## src/dual_dac_defs.svh

```systemverilog
// Constants for the dual converter serial word link.
// Assumes inclusion by bare name from the package and both ends.
`ifndef DUAL_DAC_DEFS_SVH
`define DUAL_DAC_DEFS_SVH
`define WORD_BITS 16
`define CODE_BITS 12
`define POS_TARGET_HIGH 15
`define POS_FAST_SETTLE 14
`define POS_POWER_DOWN 13
`define POS_TARGET_LOW 12
`define CODE_RESET 12'h000
`define SCLK_HALF_DIV 6
`define CS_GAP_CYCLES 13
`endif

```

## src/dual_dac_pkg.sv

```systemverilog
// Types shared by both ends of the serial word link.
// Assumes dual_dac_defs.svh is on the include path.
`include "dual_dac_defs.svh"
package dual_dac_pkg;
    typedef enum logic [1:0] {
        tgt_b_and_buf,
        tgt_buf_only,
        tgt_a_and_b_from_buf,
        tgt_reserved
    } target_type;
    typedef enum {
        st_idle,
        st_select,
        st_shift_low,
        st_shift_high,
        st_gap
    } host_state_type;
endpackage

```

## src/dual_dac_link_if.sv

```systemverilog
// Three-wire link between a host serial port and the converter.
// Assumes both ends run on the same system clock.
`timescale 1ns/10ps
interface dual_dac_link_if;
    logic cs_n;
    logic sclk;
    logic din;
    modport host (output cs_n, output sclk, output din);
    modport device (input cs_n, input sclk, input din);
endinterface

```

## src/dual_dac_device.sv

```systemverilog
// Converter side: serial word decoder and latch control.
// Assumes link pins are asynchronous and are synchronised here.
// Functional notes
// - Select low enables input; high ignores clock
// - Shift on falling clock, MSB first
// - Transfer after sixteen bits or early select rise
// - Reset clears latches and controls to zero
// - Word holds four control, twelve data bits
// - Low twelve bits are new code
// - Select 00 writes buffer and channel B
// - Select 01 writes buffer only
// - Select 10 writes A, loads B from buffer
// - Bit 14 chooses fast or slow settling
// - Bit 13 requests power down
// - Update on rising edge after sixteenth fall
// - Simultaneous update changes both outputs together
// - Host writes buffer then simultaneous A word
// - Host drives select low before clocking
// - Byte hosts keep select low over two
// - Code is unsigned zero to 4095
`timescale 1ns/10ps
`include "dual_dac_defs.svh"
module dual_dac_device #(
    parameter int WORD_BITS = `WORD_BITS,
    parameter int CODE_BITS = `CODE_BITS
) (
    // Clock and reset
    input wire logic ref_clk_in,
    input wire logic sys_rst_in,
    // Link
    dual_dac_link_if.device link,
    // Converter controls
    output logic [CODE_BITS-1:0] first_analog_output_out,
    output logic [CODE_BITS-1:0] second_analog_output_out,
    output logic fast_settle_select_out,
    output logic power_down_request_out,
    output logic update_out
);
    // The decoder is written for one word layout; other sizes are refused
    if (WORD_BITS != 16) begin : g_bad_word
        $error("dual_dac_device decodes only 16-bit words");
    end
    if (CODE_BITS != 12) begin : g_bad_code
        $error("dual_dac_device decodes only 12-bit codes");
    end
    if (`POS_TARGET_LOW != CODE_BITS) begin : g_bad_layout
        $error("dual_dac_device needs the control bits right above the code");
    end

    typedef struct packed {
        logic [1:0] cs_n_sync;
        logic [1:0] sclk_sync;
        logic [1:0] din_sync;
        logic sclk_prev;
        logic cs_n_prev;
        logic [WORD_BITS-1:0] shift;
        logic [4:0] count;
        logic pending;
        logic [CODE_BITS-1:0] chan_a;
        logic [CODE_BITS-1:0] chan_b;
        logic [CODE_BITS-1:0] hold_buf;
        logic fast;
        logic pwr_down;
        logic update;
    } dev_state_type;

    dev_state_type state_r;
    dev_state_type state_nxt;

    // Power-on state: latches and controls cleared, pin stages at idle levels
    // The clock stage parks high like the pin, so reset release shows no edge
    function automatic dev_state_type reset_state();
        dev_state_type r;
        r.cs_n_sync = 2'b11;
        r.sclk_sync = 2'b11;
        r.din_sync = 2'b00;
        r.sclk_prev = 1'b1;
        r.cs_n_prev = 1'b1;
        r.shift = '0;
        r.count = 5'd0;
        r.pending = 1'b0;
        r.chan_a = `CODE_RESET;
        r.chan_b = `CODE_RESET;
        r.hold_buf = `CODE_RESET;
        r.fast = 1'b0;
        r.pwr_down = 1'b0;
        r.update = 1'b0;
        return r;
    endfunction

    // Edges are taken between the second synchroniser stage and its delayed copy
    function automatic logic edge_fall(input logic prev_level, input logic level);
        return prev_level && !level;
    endfunction

    function automatic logic edge_rise(input logic prev_level, input logic level);
        return !prev_level && level;
    endfunction

    // Select bits sit apart in the word: high at bit 15, low at bit 12
    function automatic dual_dac_pkg::target_type word_target(input logic [WORD_BITS-1:0] w);
        return dual_dac_pkg::target_type'({w[`POS_TARGET_HIGH], w[`POS_TARGET_LOW]});
    endfunction

    function automatic logic [CODE_BITS-1:0] word_code(input logic [WORD_BITS-1:0] w);
        return w[CODE_BITS-1:0];
    endfunction

    // True on the fall that brings in the last bit of a word
    function automatic logic last_bit(input logic [4:0] cnt);
        return cnt == 5'(WORD_BITS - 1);
    endfunction

    // Speed and power-down ride on every word, reserved selects included
    function automatic dev_state_type take_controls(input dev_state_type s);
        dev_state_type r;
        r = s;
        r.fast = s.shift[`POS_FAST_SETTLE];
        r.pwr_down = s.shift[`POS_POWER_DOWN];
        r.update = 1'b1;
        return r;
    endfunction

    // Applies one received word to the latches
    function automatic dev_state_type apply_word(input dev_state_type s);
        dev_state_type r;
        dual_dac_pkg::target_type tgt;
        logic [CODE_BITS-1:0] code;
        r = take_controls(s);
        tgt = word_target(s.shift);
        code = word_code(s.shift);
        case (tgt)
            dual_dac_pkg::tgt_b_and_buf: begin
                r.hold_buf = code;
                r.chan_b = code;
            end
            dual_dac_pkg::tgt_buf_only: begin
                r.hold_buf = code;
            end
            dual_dac_pkg::tgt_a_and_b_from_buf: begin
                r.chan_a = code;
                r.chan_b = s.hold_buf;
            end
            default: begin
                // Reserved code leaves the latches alone
            end
        endcase
        return r;
    endfunction

    always_comb begin
        logic cs_n_pin;
        logic sclk_pin;
        logic din_pin;
        logic sclk_fall;
        logic sclk_rise;
        logic cs_rise;
        cs_n_pin = state_r.cs_n_sync[1];
        sclk_pin = state_r.sclk_sync[1];
        din_pin = state_r.din_sync[1];
        sclk_fall = edge_fall(state_r.sclk_prev, sclk_pin);
        sclk_rise = edge_rise(state_r.sclk_prev, sclk_pin);
        cs_rise = edge_rise(state_r.cs_n_prev, cs_n_pin);
        state_nxt = state_r;
        state_nxt.update = 1'b0;
        // Only the second stage of each synchroniser feeds logic
        state_nxt.cs_n_sync = {state_r.cs_n_sync[0], link.cs_n};
        state_nxt.sclk_sync = {state_r.sclk_sync[0], link.sclk};
        state_nxt.din_sync = {state_r.din_sync[0], link.din};
        state_nxt.sclk_prev = sclk_pin;
        state_nxt.cs_n_prev = cs_n_pin;
        if (cs_n_pin) begin
            // Select high: clock and data ignored
            state_nxt.count = 5'd0;
            state_nxt.pending = 1'b0;
            if (cs_rise && state_r.count != 5'd0) begin
                // A full word not yet applied, or a partial one, is transferred now
                state_nxt = apply_word(state_nxt);
                state_nxt.count = 5'd0;
            end
        end else if (state_r.pending && sclk_rise) begin
            // Latches move three clocks after the pin rise, on synchronised edges
            state_nxt = apply_word(state_nxt);
            state_nxt.pending = 1'b0;
            state_nxt.count = 5'd0;
        end else if (sclk_fall && !state_r.pending) begin
            state_nxt.shift = {state_r.shift[WORD_BITS-2:0], din_pin};
            if (last_bit(state_r.count)) begin
                state_nxt.pending = 1'b1;
            end
            state_nxt.count = state_r.count + 5'd1;
        end
    end

    always_ff @(posedge ref_clk_in) begin
        if (sys_rst_in) begin
            state_r <= reset_state();
        end else begin
            state_r <= state_nxt;
        end
    end

    // Outputs come straight from the state register
    assign first_analog_output_out = state_r.chan_a;
    assign second_analog_output_out = state_r.chan_b;
    assign fast_settle_select_out = state_r.fast;
    assign power_down_request_out = state_r.pwr_down;
    assign update_out = state_r.update;
endmodule

```

## src/flat_wrapper.sv

```systemverilog
// flat-port wrapper written by rule: the top's interface ports become plain ports
module dual_dac_device_flat 
#(
    parameter int WORD_BITS = `WORD_BITS,
    parameter int CODE_BITS = `CODE_BITS
)
  (ref_clk_in, sys_rst_in, first_analog_output_out, second_analog_output_out, fast_settle_select_out, power_down_request_out, update_out, link_cs_n, link_sclk, link_din);
  dual_dac_link_if link_i ();
  input wire logic ref_clk_in;
  input wire logic sys_rst_in;
  output logic [CODE_BITS-1:0] first_analog_output_out;
  output logic [CODE_BITS-1:0] second_analog_output_out;
  output logic fast_settle_select_out;
  output logic power_down_request_out;
  output logic update_out;
  input wire logic [$bits(link_i.cs_n)-1:0] link_cs_n;
  input wire logic [$bits(link_i.sclk)-1:0] link_sclk;
  input wire logic [$bits(link_i.din)-1:0] link_din;
  assign link_i.cs_n = link_cs_n;
  assign link_i.sclk = link_sclk;
  assign link_i.din = link_din;
  dual_dac_device #(.WORD_BITS(WORD_BITS), .CODE_BITS(CODE_BITS)) u_core (.ref_clk_in(ref_clk_in), .sys_rst_in(sys_rst_in), .link(link_i), .first_analog_output_out(first_analog_output_out), .second_analog_output_out(second_analog_output_out), .fast_settle_select_out(fast_settle_select_out), .power_down_request_out(power_down_request_out), .update_out(update_out));
endmodule
```

## config.mk

```make
export PLATFORM = sky130hd
export DESIGN_NAME = dual_dac_device_flat
export DESIGN_NICKNAME = d
export VERILOG_FILES = /design/src/dual_dac_pkg.sv /design/src/dual_dac_link_if.sv /design/src/dual_dac_device.sv /design/src/flat_wrapper.sv
export VERILOG_INCLUDE_DIRS = /design/src
export SDC_FILE = /design/constraint.sdc
export NUM_CORES = 1
export LEC_CHECK = 0
export ABC_AREA = 1
export BUFFER_PORTS_ARGS = -buffer_cell sky130_fd_sc_hd__buf_2
export CAP_MARGIN = 40
export CORE_MARGIN = 4
export CORE_UTILIZATION = 42
export DETAILED_ROUTE_END_ITERATION = 10
export GPL_TIMING_DRIVEN = 0
export SETUP_SLACK_MARGIN = 0.2
export SKIP_LAST_GASP = 1
export SLEW_MARGIN = 10
export SYNTH_ARGS = -nofsm -noshare
export SYNTH_HDL_FRONTEND = slang
export SYNTH_SLANG_ARGS = --single-unit
export TNS_END_PERCENT = 1
```

## constraint.sdc

```tcl
create_clock -name ref_clk_in -period 2.4 [get_ports ref_clk_in]
set_clock_uncertainty 0.2 [all_clocks]
set_input_delay 0.72 -clock ref_clk_in [delete_from_list [all_inputs] [get_ports ref_clk_in]]
set_output_delay 0.72 -clock ref_clk_in [all_outputs]
set_load 0.1 [all_outputs]
```

==> impl_metrics.csv, run 1 <==
group,metric,value,unit
power_and_ir_drop,ir_drop,0.3150,mV
clock_network,root_buffer,"clkbuf_8",
logic_synthesis,ys_warn_count,0,
power_and_ir_drop,p_int,0.001782,W
floorplanning,num_rows,31,
finish,finish.utilization,49.91,%
route,drt_iter0_drc,195,
grt,grt_pass1_wl,11630,um
sta,relSlewSlack,63.96,%
setup_path,crit_fanout,2,
logic_synthesis,ys_seq_area_share,44.11,%
sta,period_needed,2.118,ns
grt,antenna_found_initial,0,
setup_path,crit_buf_inv,2,
logic_synthesis,ys_types,23,
setup_path,cp.depth,2,
placement,portBuffers,30,
setup_path,crit_type,"reg -> out",
route,wl,6858,um
sta,fin_crit_sh,88.27,%
power_and_ir_drop,p_seq_share,51.0,%
floorplanning,core,7253,um2
placement,place.gp.congestion,0.8078,
finish,drive_gt1_share,19.29,%
floorplanning,start_util,43.18,%
setup_path,critPathLaunchType,"flip-flop",
route,dr.pass1.iters,4,
clock_network,clock_latency,0.34,ns
floorplanning,dieArea,8902,um2
setup_path,worst_path_max_delay_cell,"buf_2",
power_and_ir_drop,swShare,21.63,%
floorplanning,ios,32,
logic_synthesis,yosysTopAreaCell,"dfxtp_1",
route,routedWlPerCell,11.80,um
finish,final_nets,486,
clock_network,clk_pin_slew_worst_paths,0.07,ns
worst_hold_path,hold_path_class,"reg -> reg",
clock_network,cts_buffers,9,
job,max-cap-violations,0,
sta,setup_viol,0,
clock_network,post_cts_buffers,0,
sta,hold_viol_final,0,
setup_path,critical_path_arrival,1.20,ns
setup_path,endpoint_kind,"output pin",
sta,maxSlewViolCount,0,
logic_synthesis,synth-seq-cells,69,
floorplanning,die_h,94.35,um
power_and_ir_drop,share_comb_of_total_power,3.3,%
sta,final.setup.tns,0,ns
clock_network,cts_htree_levels,3,
setup_path,rr_worst_depth,12,
clock_network,cts_resized,0,
power_and_ir_drop,p_sw,0.0004918,W
finish,antenna_cells,0,
worst_hold_path,hold_depth,2,
power_and_ir_drop,powerDensity,628.1,nW/um2
finish,syn_to_final_growth,15.58,%
grt,grt_pass1_vias,2426,
sta,worst_pin_slew,0.5406,ns
finish,fillers,749,
route,vias,2685,
power_and_ir_drop,leakage,1.654,nW
logic_synthesis,syn_inst,437,
route,vias_per_cell,4.621,
logic_synthesis,synthTopCellsByArea,"dfxtp_1 44%, nor2_1 9.9%, a21oi_1 7.7%",
clock_network,clock_path_buffers,2,
setup_path,worst_ep_required_time,1.48,ns
logic_synthesis,syn_area_per_cell,7.166,um2
floorplanning,die_x,94.35,um
sta,fmax,472.0,MHz
status,status,"completed",
logic_synthesis,synth_nets,445,
clock_network,ctsHoldBuffers,0,
route,antenna_left,0,
setup_path,crit_path_max_incr_delay,0.41,ns
setup_path,crit_chain,"buf_4 > buf_2",
clock_network,clock-sinks,69,
route,post-route-drc-count,0,
grt,grt_max_degree,12,
logic_synthesis,synth_area,3132,um2
setup_path,crit_family,"buffers and inverters",
grt,grt_usage,16.80,%
clock_network,cts_tree,"yes",
grt,grt_remaining_overflow,0,
placement,hpwl,4748,um
logic_synthesis,synth.top_cell.area_share,44.11,%
power_and_ir_drop,clkPwrFrac,45.7,%
sta,rsz0062_at_grt,"no",
-- cell families after synthesis --
group | share of synthesized area, %
AND/OR/NAND/NOR | 25.49
buffers and inverters | 15.30
AO/OA/AOI/OAI | 13.90
flip-flops | 44.11
adder cells (fa/ha/maj) | 1.199
-- cells in the final DEF (no fill, tap or decap), drive strengths merged --
cell type,instances
dfxtp,69
o21ai,29
or2,4
buf,68
clkbuf,20
nor2,87
clkinv,1
nand2,63
nand3b,1
ha,3
bufinv,2
nor3,3
a21oi,48
inv,44
nand3,31
clkinvlp,1
o22ai,8
-- state kept, by name, summed over array words and instances (netlist names) --
signal	flops
u_core.state_r	42
u_core.first_analog_output_out	12
u_core.second_analog_output_out	12
u_core.fast_settle_select_out	1
u_core.power_down_request_out	1
u_core.update_out	1
-- layer usage --
metal | share of wire (%) | vias to the layer above | global-route usage [%]
met5 | 0 | - | 0
met4 | 1.1 | 0 | 7.942
met3 | 4.7 | 7 | 3.426
met2 | 43 | 65 | 24.35
met1 | 52 | 1173 | 23.86
li1 | - | 1440 | -
-- cell type report --
class	instances	area (um2)	area share [%]
plain buffers	47	314.1	8.676
multi-input cells	277	1271	35.12
clock inverters	4	72.57	2.005
inverters	44	165.2	4.563
flip-flops and latches	69	1381	38.16
clock buffers	11	141.4	3.906
well taps	99	123.9	3.422
repair buffers	30	150.1	4.148
-- path summary, 6_finish.rpt --
check	end	startpoint	slack, ns
max	first_analog_output_out[1]	u_core.first_analog_output_out[1]$_SDFFE_PP0P_	0.28
max reg2reg	u_core.first_analog_output_out[10]$_SDFFE_PP0P_	u_core.state_r[40]$_SDFFE_PP0P_	0.49
min reg2reg	u_core.state_r[64]$_SDFF_PP0_	u_core.state_r[63]$_SDFF_PP0_	0.20
min	u_core.state_r[64]$_SDFF_PP0_	u_core.state_r[63]$_SDFF_PP0_	0.20
-- metrics by stage --
stage	setup slack, ns	cell area [um2]	total power (W)	instances	hold WS (ns)
2_1_floorplan	0.5553	3132	0.001238	437	0.1883
3_3_place_gp	0.2730	3406	0.001260	566	0.1907
3_5_place_dp	0.2303	3406	0.001261	566	0.1961
4_1_cts	0.2614	3620	0.002301	581	0.2088
5_1_grt	0.2317	3620	0.002351	581	0.2281
6_report	0.2815	3620	0.002274	581	0.2034
-- worst register-to-register path: cells and delay by family (launching register included) --
family / cells / cell delay, ns
flip-flops: 1 / 0.39
AND/OR/NAND/NOR: 7 / 0.59
buffers and inverters: 4 / 0.45
adder cells (fa/ha/maj): 1 / 0.19
-- synth_stat cells --
| cell | count |
|---|---|
| dfxtp_1 | 69 |
| nor2_4 | 2 |
| o21ai_1 | 7 |
| nor3_1 | 3 |
| a21oi_1 | 48 |
| buf_1 | 1 |
| clkbuf_1 | 9 |
| nor2_2 | 2 |
| nand3b_1 | 1 |
| nand2_2 | 2 |
| inv_2 | 1 |
| o22ai_1 | 8 |
| ha_1 | 3 |
| nand2_1 | 60 |
| inv_1 | 43 |
| buf_2 | 8 |
| or2_2 | 4 |
| nand3_1 | 31 |
| o21ai_0 | 22 |
| buf_4 | 24 |
| nor2_1 | 83 |
| buf_6 | 5 |
| nand2_4 | 1 |
-- power groups by stage --
stage | logic [W] | clock network, W | registers [W]
final | 0.0000751 | 0.00104 | 0.00116
after global routing | 0.0000859 | 0.00110 | 0.00116
after CTS | 0.0000756 | 0.00107 | 0.00116
after detailed placement | 0.0000751 | 0 | 0.00119
after global placement | 0.0000742 | 0 | 0.00119
after floorplan | 0.0000533 | 0 | 0.00118
Note: power is estimated with default switching activity, not from simulation.
==> run 2, diff against run 1 <==
- GPL_TIMING_DRIVEN: 0 -> 1
- MAX_ROUTING_LAYER: not set -> met4
- clock period: 2.4 -> 2.3 ns (I/O delays scaled with it)
==> impl_metrics.csv, run 2 (same netlist as run 1, synthesis figures left out) <==
group,metric,value,unit
floorplanning,dieArea,8902,um2
finish,multi_input_comb_area,1279,um2
floorplanning,die_h,94.35,um
grt,antenna_found_initial,0,
grt,grt_pass1_vias,2210,
worst_hold_path,hold_path_class,"reg -> reg",
sta,setup_viol,0,
finish,syn_to_final_growth,7.671,%
power_and_ir_drop,powerDensity,662.3,nW/um2
finish,top_register,"u_core.state_r",
finish,seq_area,1381,um2
sta,relSlewSlack,53.07,%
power_and_ir_drop,ir_drop,0.2479,mV
setup_path,critPathLaunchType,"flip-flop",
finish,largest_reg_flops,42,
grt,grt_max_degree,44,
floorplanning,core,7253,um2
power_and_ir_drop,p_total,0.002233,W
floorplanning,num_rows,31,
job,max-cap-violations,0,
setup_path,crit_buf_inv,1,
placement,dp_cells,527,
finish,final_common_cell,"nor2_1",
setup_path,crit_family,"buffers and inverters",
finish,finish.utilization,46.49,%
sta,fin_crit_sh,88.39,%
clock_network,clock-sinks,69,
floorplanning,die_x,94.35,um
sta,maxSlewViolCount,0,
grt,grt_usage,15.46,%
route,dr.pass1.iters,4,
finish,drive_gt1_share,15.09,%
setup_path,crit_type,"reg -> out",
finish,final_cell_area,3372,um2
floorplanning,ios,32,
setup_path,crit_chain,"buf_2",
clock_network,clock_path_buffers,2,
floorplanning,start_util,43.18,%
finish,fin_cells,543,
status,status,"completed",
clock_network,clock_latency,0.34,ns
finish,antenna_cells,0,
clock_network,cts_buffers,9,
placement,place.gp.congestion,0.8126,
clock_network,cts_tree,"yes",
grt,grt_remaining_overflow,0,
route,drt_iter0_drc,118,
setup_path,critical_path_arrival,1.14,ns
route,vias,2526,
route,vias_per_cell,4.652,
route,routedWlPerCell,11.10,um
setup_path,crit_fanout,2,
finish,fillers,758,
placement,post_dp_cell_area,3177,um2
setup_path,worst_ep_required_time,1.41,ns
sta,period_needed,2.033,ns
sta,rsz0062_at_grt,"no",
placement,hpwl,4005,um
placement,portBuffers,31,
setup_path,endpoint_kind,"output pin",
route,wl,6025,um
route,antenna_left,0,
clock_network,cts_htree_levels,3,
power_and_ir_drop,leakage,1.477,nW
setup_path,crit_path_max_incr_delay,0.44,ns
clock_network,clk_pin_slew_worst_paths,0.07,ns
finish,final_nets,447,
setup_path,worst_path_max_delay_cell,"buf_2",
clock_network,root_buffer,"clkbuf_8",
sta,hold_viol_final,0,
finish,final_cell_mix,"83 x nor2_1, 69 x dfxtp_1, 59 x nand2_1",
grt,grt_pass1_wl,10460,um
sta,fmax,491.9,MHz
route,post-route-drc-count,0,
clock_network,ctsHoldBuffers,0,
sta,worst_pin_slew,0.7032,ns
sta,final.setup.tns,0,ns
[run 2: changes by cell type in the layout (fill, tap and decap cells not counted), moves of 2 or more]
cell      before  now
buf_2         38   31
clkbuf_1      10    0
buf_12         0    2
clkinv_2       1    4
buf_6          5    0
buf_4         24    5
[run 2: through the flow]
stage / setup WS [ns] / hold slack [ns]
final: 0.2671 / 0.2049
after global placement: 0.4096 / 0.1905
after detailed placement: 0.3545 / 0.1944
after CTS: 0.2506 / 0.2077
after floorplan: 0.4853 / 0.1883
after global routing: 0.2220 / 0.2340
[run 2: timing repair]
item / CTS / global route
resized for setup: 0 / 1
buffers inserted: 0 / 0
endpoints found under the setup margin: 0 / 11
[run 2: cell type report]
class / count / area share (%)
Clock inverter: 7 / 1.967
Timing Repair Buffer: 38 / 6.902
Multi-Input combinational cell: 277 / 37.92
Tap cell: 99 / 3.673
Sequential cell: 69 / 40.96
Clock buffer: 9 / 3.673
Inverter: 44 / 4.898
[run 2: where the power goes]
part	switching (W)	leakage [nW]	internal, W	total (W)
registers	0.00000591	0.558	0.00120	0.00121
clock network	0.000455	0.0987	0.000494	0.000949
logic	0.0000503	0.820	0.0000243	0.0000746
[run 2: path summary, 6_finish.rpt]
| path | startpoint | to | slack [ns] | cells past startpoint |
|---|---|---|---|---|
| setup / recovery | u_core.first_analog_output_out[0]$_SDFFE_PP0P_ | first_analog_output_out[0] | 0.27 | 1 |
| hold / removal | u_core.state_r[63]$_SDFF_PP0_ | u_core.state_r[64]$_SDFF_PP0_ | 0.20 | 2 |
| setup reg to reg | u_core.state_r[40]$_SDFFE_PP0P_ | u_core.first_analog_output_out[3]$_SDFFE_PP0P_ | 0.42 | 11 |
| hold reg to reg | u_core.state_r[63]$_SDFF_PP0_ | u_core.state_r[64]$_SDFF_PP0_ | 0.20 | 2 |
[run 2: layer usage]
metal	wire length (um)	GRT usage [%]	vias to the layer above	share of wire [%]
met2	2504	21.75	62	42
li1	-	-	1373	-
met4	131	6.498	0	2.2
met1	3043	20.41	1080	51
met3	345	4.940	11	5.7
met5	0	-	-	0
==> run 3, diff against run 2 <==
- ABC_AREA: 1 -> not set
==> impl_metrics.csv, run 3 <==
group,metric,value,unit
clock_network,clk_pin_slew_worst_paths,0.08,ns
floorplanning,start_util,43.54,%
logic_synthesis,synthTopCellsByArea,"dfxtp_1 43%, mux2i_1 12%, nand2b_1 8.0%",
logic_synthesis,synth-simple-area-share,22.19,%
logic_synthesis,synthAdderAreaFrac,1.176,%
sta,period_needed,2.053,ns
sta,fin_crit_sh,89.26,%
logic_synthesis,synth-compound-area-share,6.782,%
logic_synthesis,ys_warn_count,0,
logic_synthesis,syn_inst,325,
logic_synthesis,ys_seq_area_share,43.28,%
job,max-cap-violations,0,
sta,setup_viol,0,
finish,final_nets,341,
sta,final.setup.tns,0,ns
floorplanning,die_x,95.18,um
sta,setup_slack,0.2470,ns
floorplanning,dieArea,9058,um2
clock_network,clock_latency,0.35,ns
sta,maxSlewViolCount,0,
logic_synthesis,ys_types,37,
finish,largest_reg_flops,42,
logic_synthesis,syn_area_per_cell,9.821,um2
power_and_ir_drop,ir_drop,0.3137,mV
finish,finish.utilization,47.98,%
sta,hold_viol_final,0,
logic_synthesis,synth.mux.area_fraction,17.68,%
route,wl_met1,3023,um
finish,syn_to_final_growth,10.19,%
power_and_ir_drop,powerDensity,647.7,nW/um2
grt,antenna_found_initial,0,
power_and_ir_drop,leakage,1.440,nW
placement,dp_cells,421,
route,routedWlPerCell,13.10,um
placement,place.gp.congestion,0.7244,
setup_path,critPathLaunchType,"flip-flop",
route,wl,5723,um
placement,hpwl,3767,um
route,wl_met3,200,um
setup_path,worst_ep_required_time,2.33,ns
finish,fin_cells,437,
route,vias,2025,
finish,antenna_cells,0,
grt,grt_remaining_overflow,0,
logic_synthesis,synth_xor_area_share,0,%
route,drt_iter0_drc,110,
clock_network,clock-sinks,69,
setup_path,critical_path_arrival,2.08,ns
finish,final_common_cell,"dfxtp_1",
worst_hold_path,hold_path_class,"reg -> reg",
placement,portBuffers,31,
floorplanning,core,7331,um2
sta,fmax,487.1,MHz
clock_network,cts_resized,1,
route,post-route-drc-count,0,
floorplanning,num_rows,31,
route,wl_met2,2384,um
route,antenna_left,0,
placement,dp_slack,0.1490,ns
logic_synthesis,yosysTopAreaCell,"dfxtp_1",
grt,grt_usage,14.14,%
logic_synthesis,synth_nets,333,
logic_synthesis,synth_top_family_by_area,"simple AND/OR/NAND/NOR gates",
floorplanning,die_h,95.18,um
logic_synthesis,async_reset_ff_share,0,%
sta,hold_ws,0.2155,ns
grt,grt_pass1_vias,1954,
status,status,"completed",
logic_synthesis,synth_area,3192,um2
logic_synthesis,yosys-top-cells-count,"69 x dfxtp_1, 41 x nand2b_1, 38 x mux2i_1",
sta,worst_pin_slew,0.5181,ns
setup_path,crit_type,"reg -> reg",
clock_network,cts_tree,"yes",
grt,grt_max_degree,92,
logic_synthesis,synth.top_cell.area_share,43.28,%
floorplanning,ios,32,
finish,final_cell_mix,"69 x dfxtp_1, 41 x nand2b_1, 38 x mux2i_1",
route,dr.pass1.iters,4,
route,vias_per_cell,4.634,
logic_synthesis,synth-seq-cells,69,
finish,drive_gt1_share,22.78,%
route,highest_layer,"met4",
clock_network,ctsHoldBuffers,0,
finish,top_register,"u_core.state_r",
clock_network,root_buffer,"clkbuf_8",
setup_path,crit_fanout,12,
setup_path,endpoint_kind,"flip-flop",
logic_synthesis,synth_flop_cell,"dfxtp_1",
sta,rsz0062_at_grt,"yes",
sta,relSlewSlack,65.25,%
clock_network,post_cts_buffers,0,
logic_synthesis,synth.most_common_cell,"dfxtp_1",
clock_network,clock_path_buffers,2,
logic_synthesis,synth_edf_count,0,
clock_network,cts_buffers,9,
grt,grt_pass1_wl,9390,um
clock_network,cts_htree_levels,3,
==> run 3: cell count changes in the layout (fill, tap and decap cells not counted), moves of 17 or more <==
| cell | change |
|---|---|
| a21oi_1 | -30 |
| nand2_1 | -27 |
| o21ai_0 | -22 |
| nor2b_1 | +17 |
| nor2_1 | -68 |
| mux2i_1 | +38 |
| inv_1 | -38 |
| nand3_1 | -31 |
| nand2b_1 | +41 |
==> run 3: stage by stage <==
| step | instance area (um2) | power (W) |
|---|---|---|
| floorplan | 3192 | 0.001269 |
| global placement | 3291 | 0.001284 |
| detailed placement | 3291 | 0.001284 |
| CTS | 3505 | 0.002318 |
| global route | 3517 | 0.002368 |
| finish | 3517 | 0.002278 |
==> run 3: cells by family after synthesis <==
family,count (synthesis)
adders and majority gates,3
DFF,69
AOI/OAI and AO/OA,29
and+or+nand+nor,126
buffers and inverters,47
muxes,51
==> run 3: path summary, 6_finish.rpt <==
kind                                         from                                               to  slack, ns  cells past startpoint
hold / removal      u_core.state_r[65]$_SDFF_PP1_                    u_core.state_r[66]$_SDFF_PP1_       0.22                      1
hold reg to reg     u_core.state_r[65]$_SDFF_PP1_                    u_core.state_r[66]$_SDFF_PP1_       0.22                      1
setup / recovery  u_core.state_r[40]$_SDFFE_PP0P_  u_core.second_analog_output_out[1]$_SDFFE_PP0P_       0.25                      6
setup reg to reg  u_core.state_r[40]$_SDFFE_PP0P_  u_core.second_analog_output_out[1]$_SDFFE_PP0P_       0.25                      6
==> run 3: routing by layer <==
metal	up-vias	track usage (%)
li1	1074	-
met1	909	19.17
met2	33	19.36
met3	9	4.025
met4	0	6.490
met5	-	-
==> run 3: cell type report <==
cell class                      count  area [um2]
Inverter                            5       18.77
Sequential cell                    69        1381
Multi-Input combinational cell    209        1543
Timing Repair Buffer               39       240.2
Tap cell                           99       123.9
Clock inverter                      5       58.81
Fill cell                         709        3814
Clock buffer                       11       151.4
==> run 3: critical path, stage by stage (launching register included) <==
cell	delay (ns)
dfxtp_1	0.34
inv_1	0.06
ha_1	0.13
or4b_4	0.53
a2bb2oi_4	0.19
buf_12	0.16
mux2_1	0.32
==> run 3: where the power goes <==
part | leakage, nW | internal [W] | switching (W)
registers | 0.557 | 0.00120 | 0.00000388
clock network | 0.102 | 0.000559 | 0.000463
logic | 0.782 | 0.0000236 | 0.0000286
total | 1.44 | 0.00178 | 0.000495
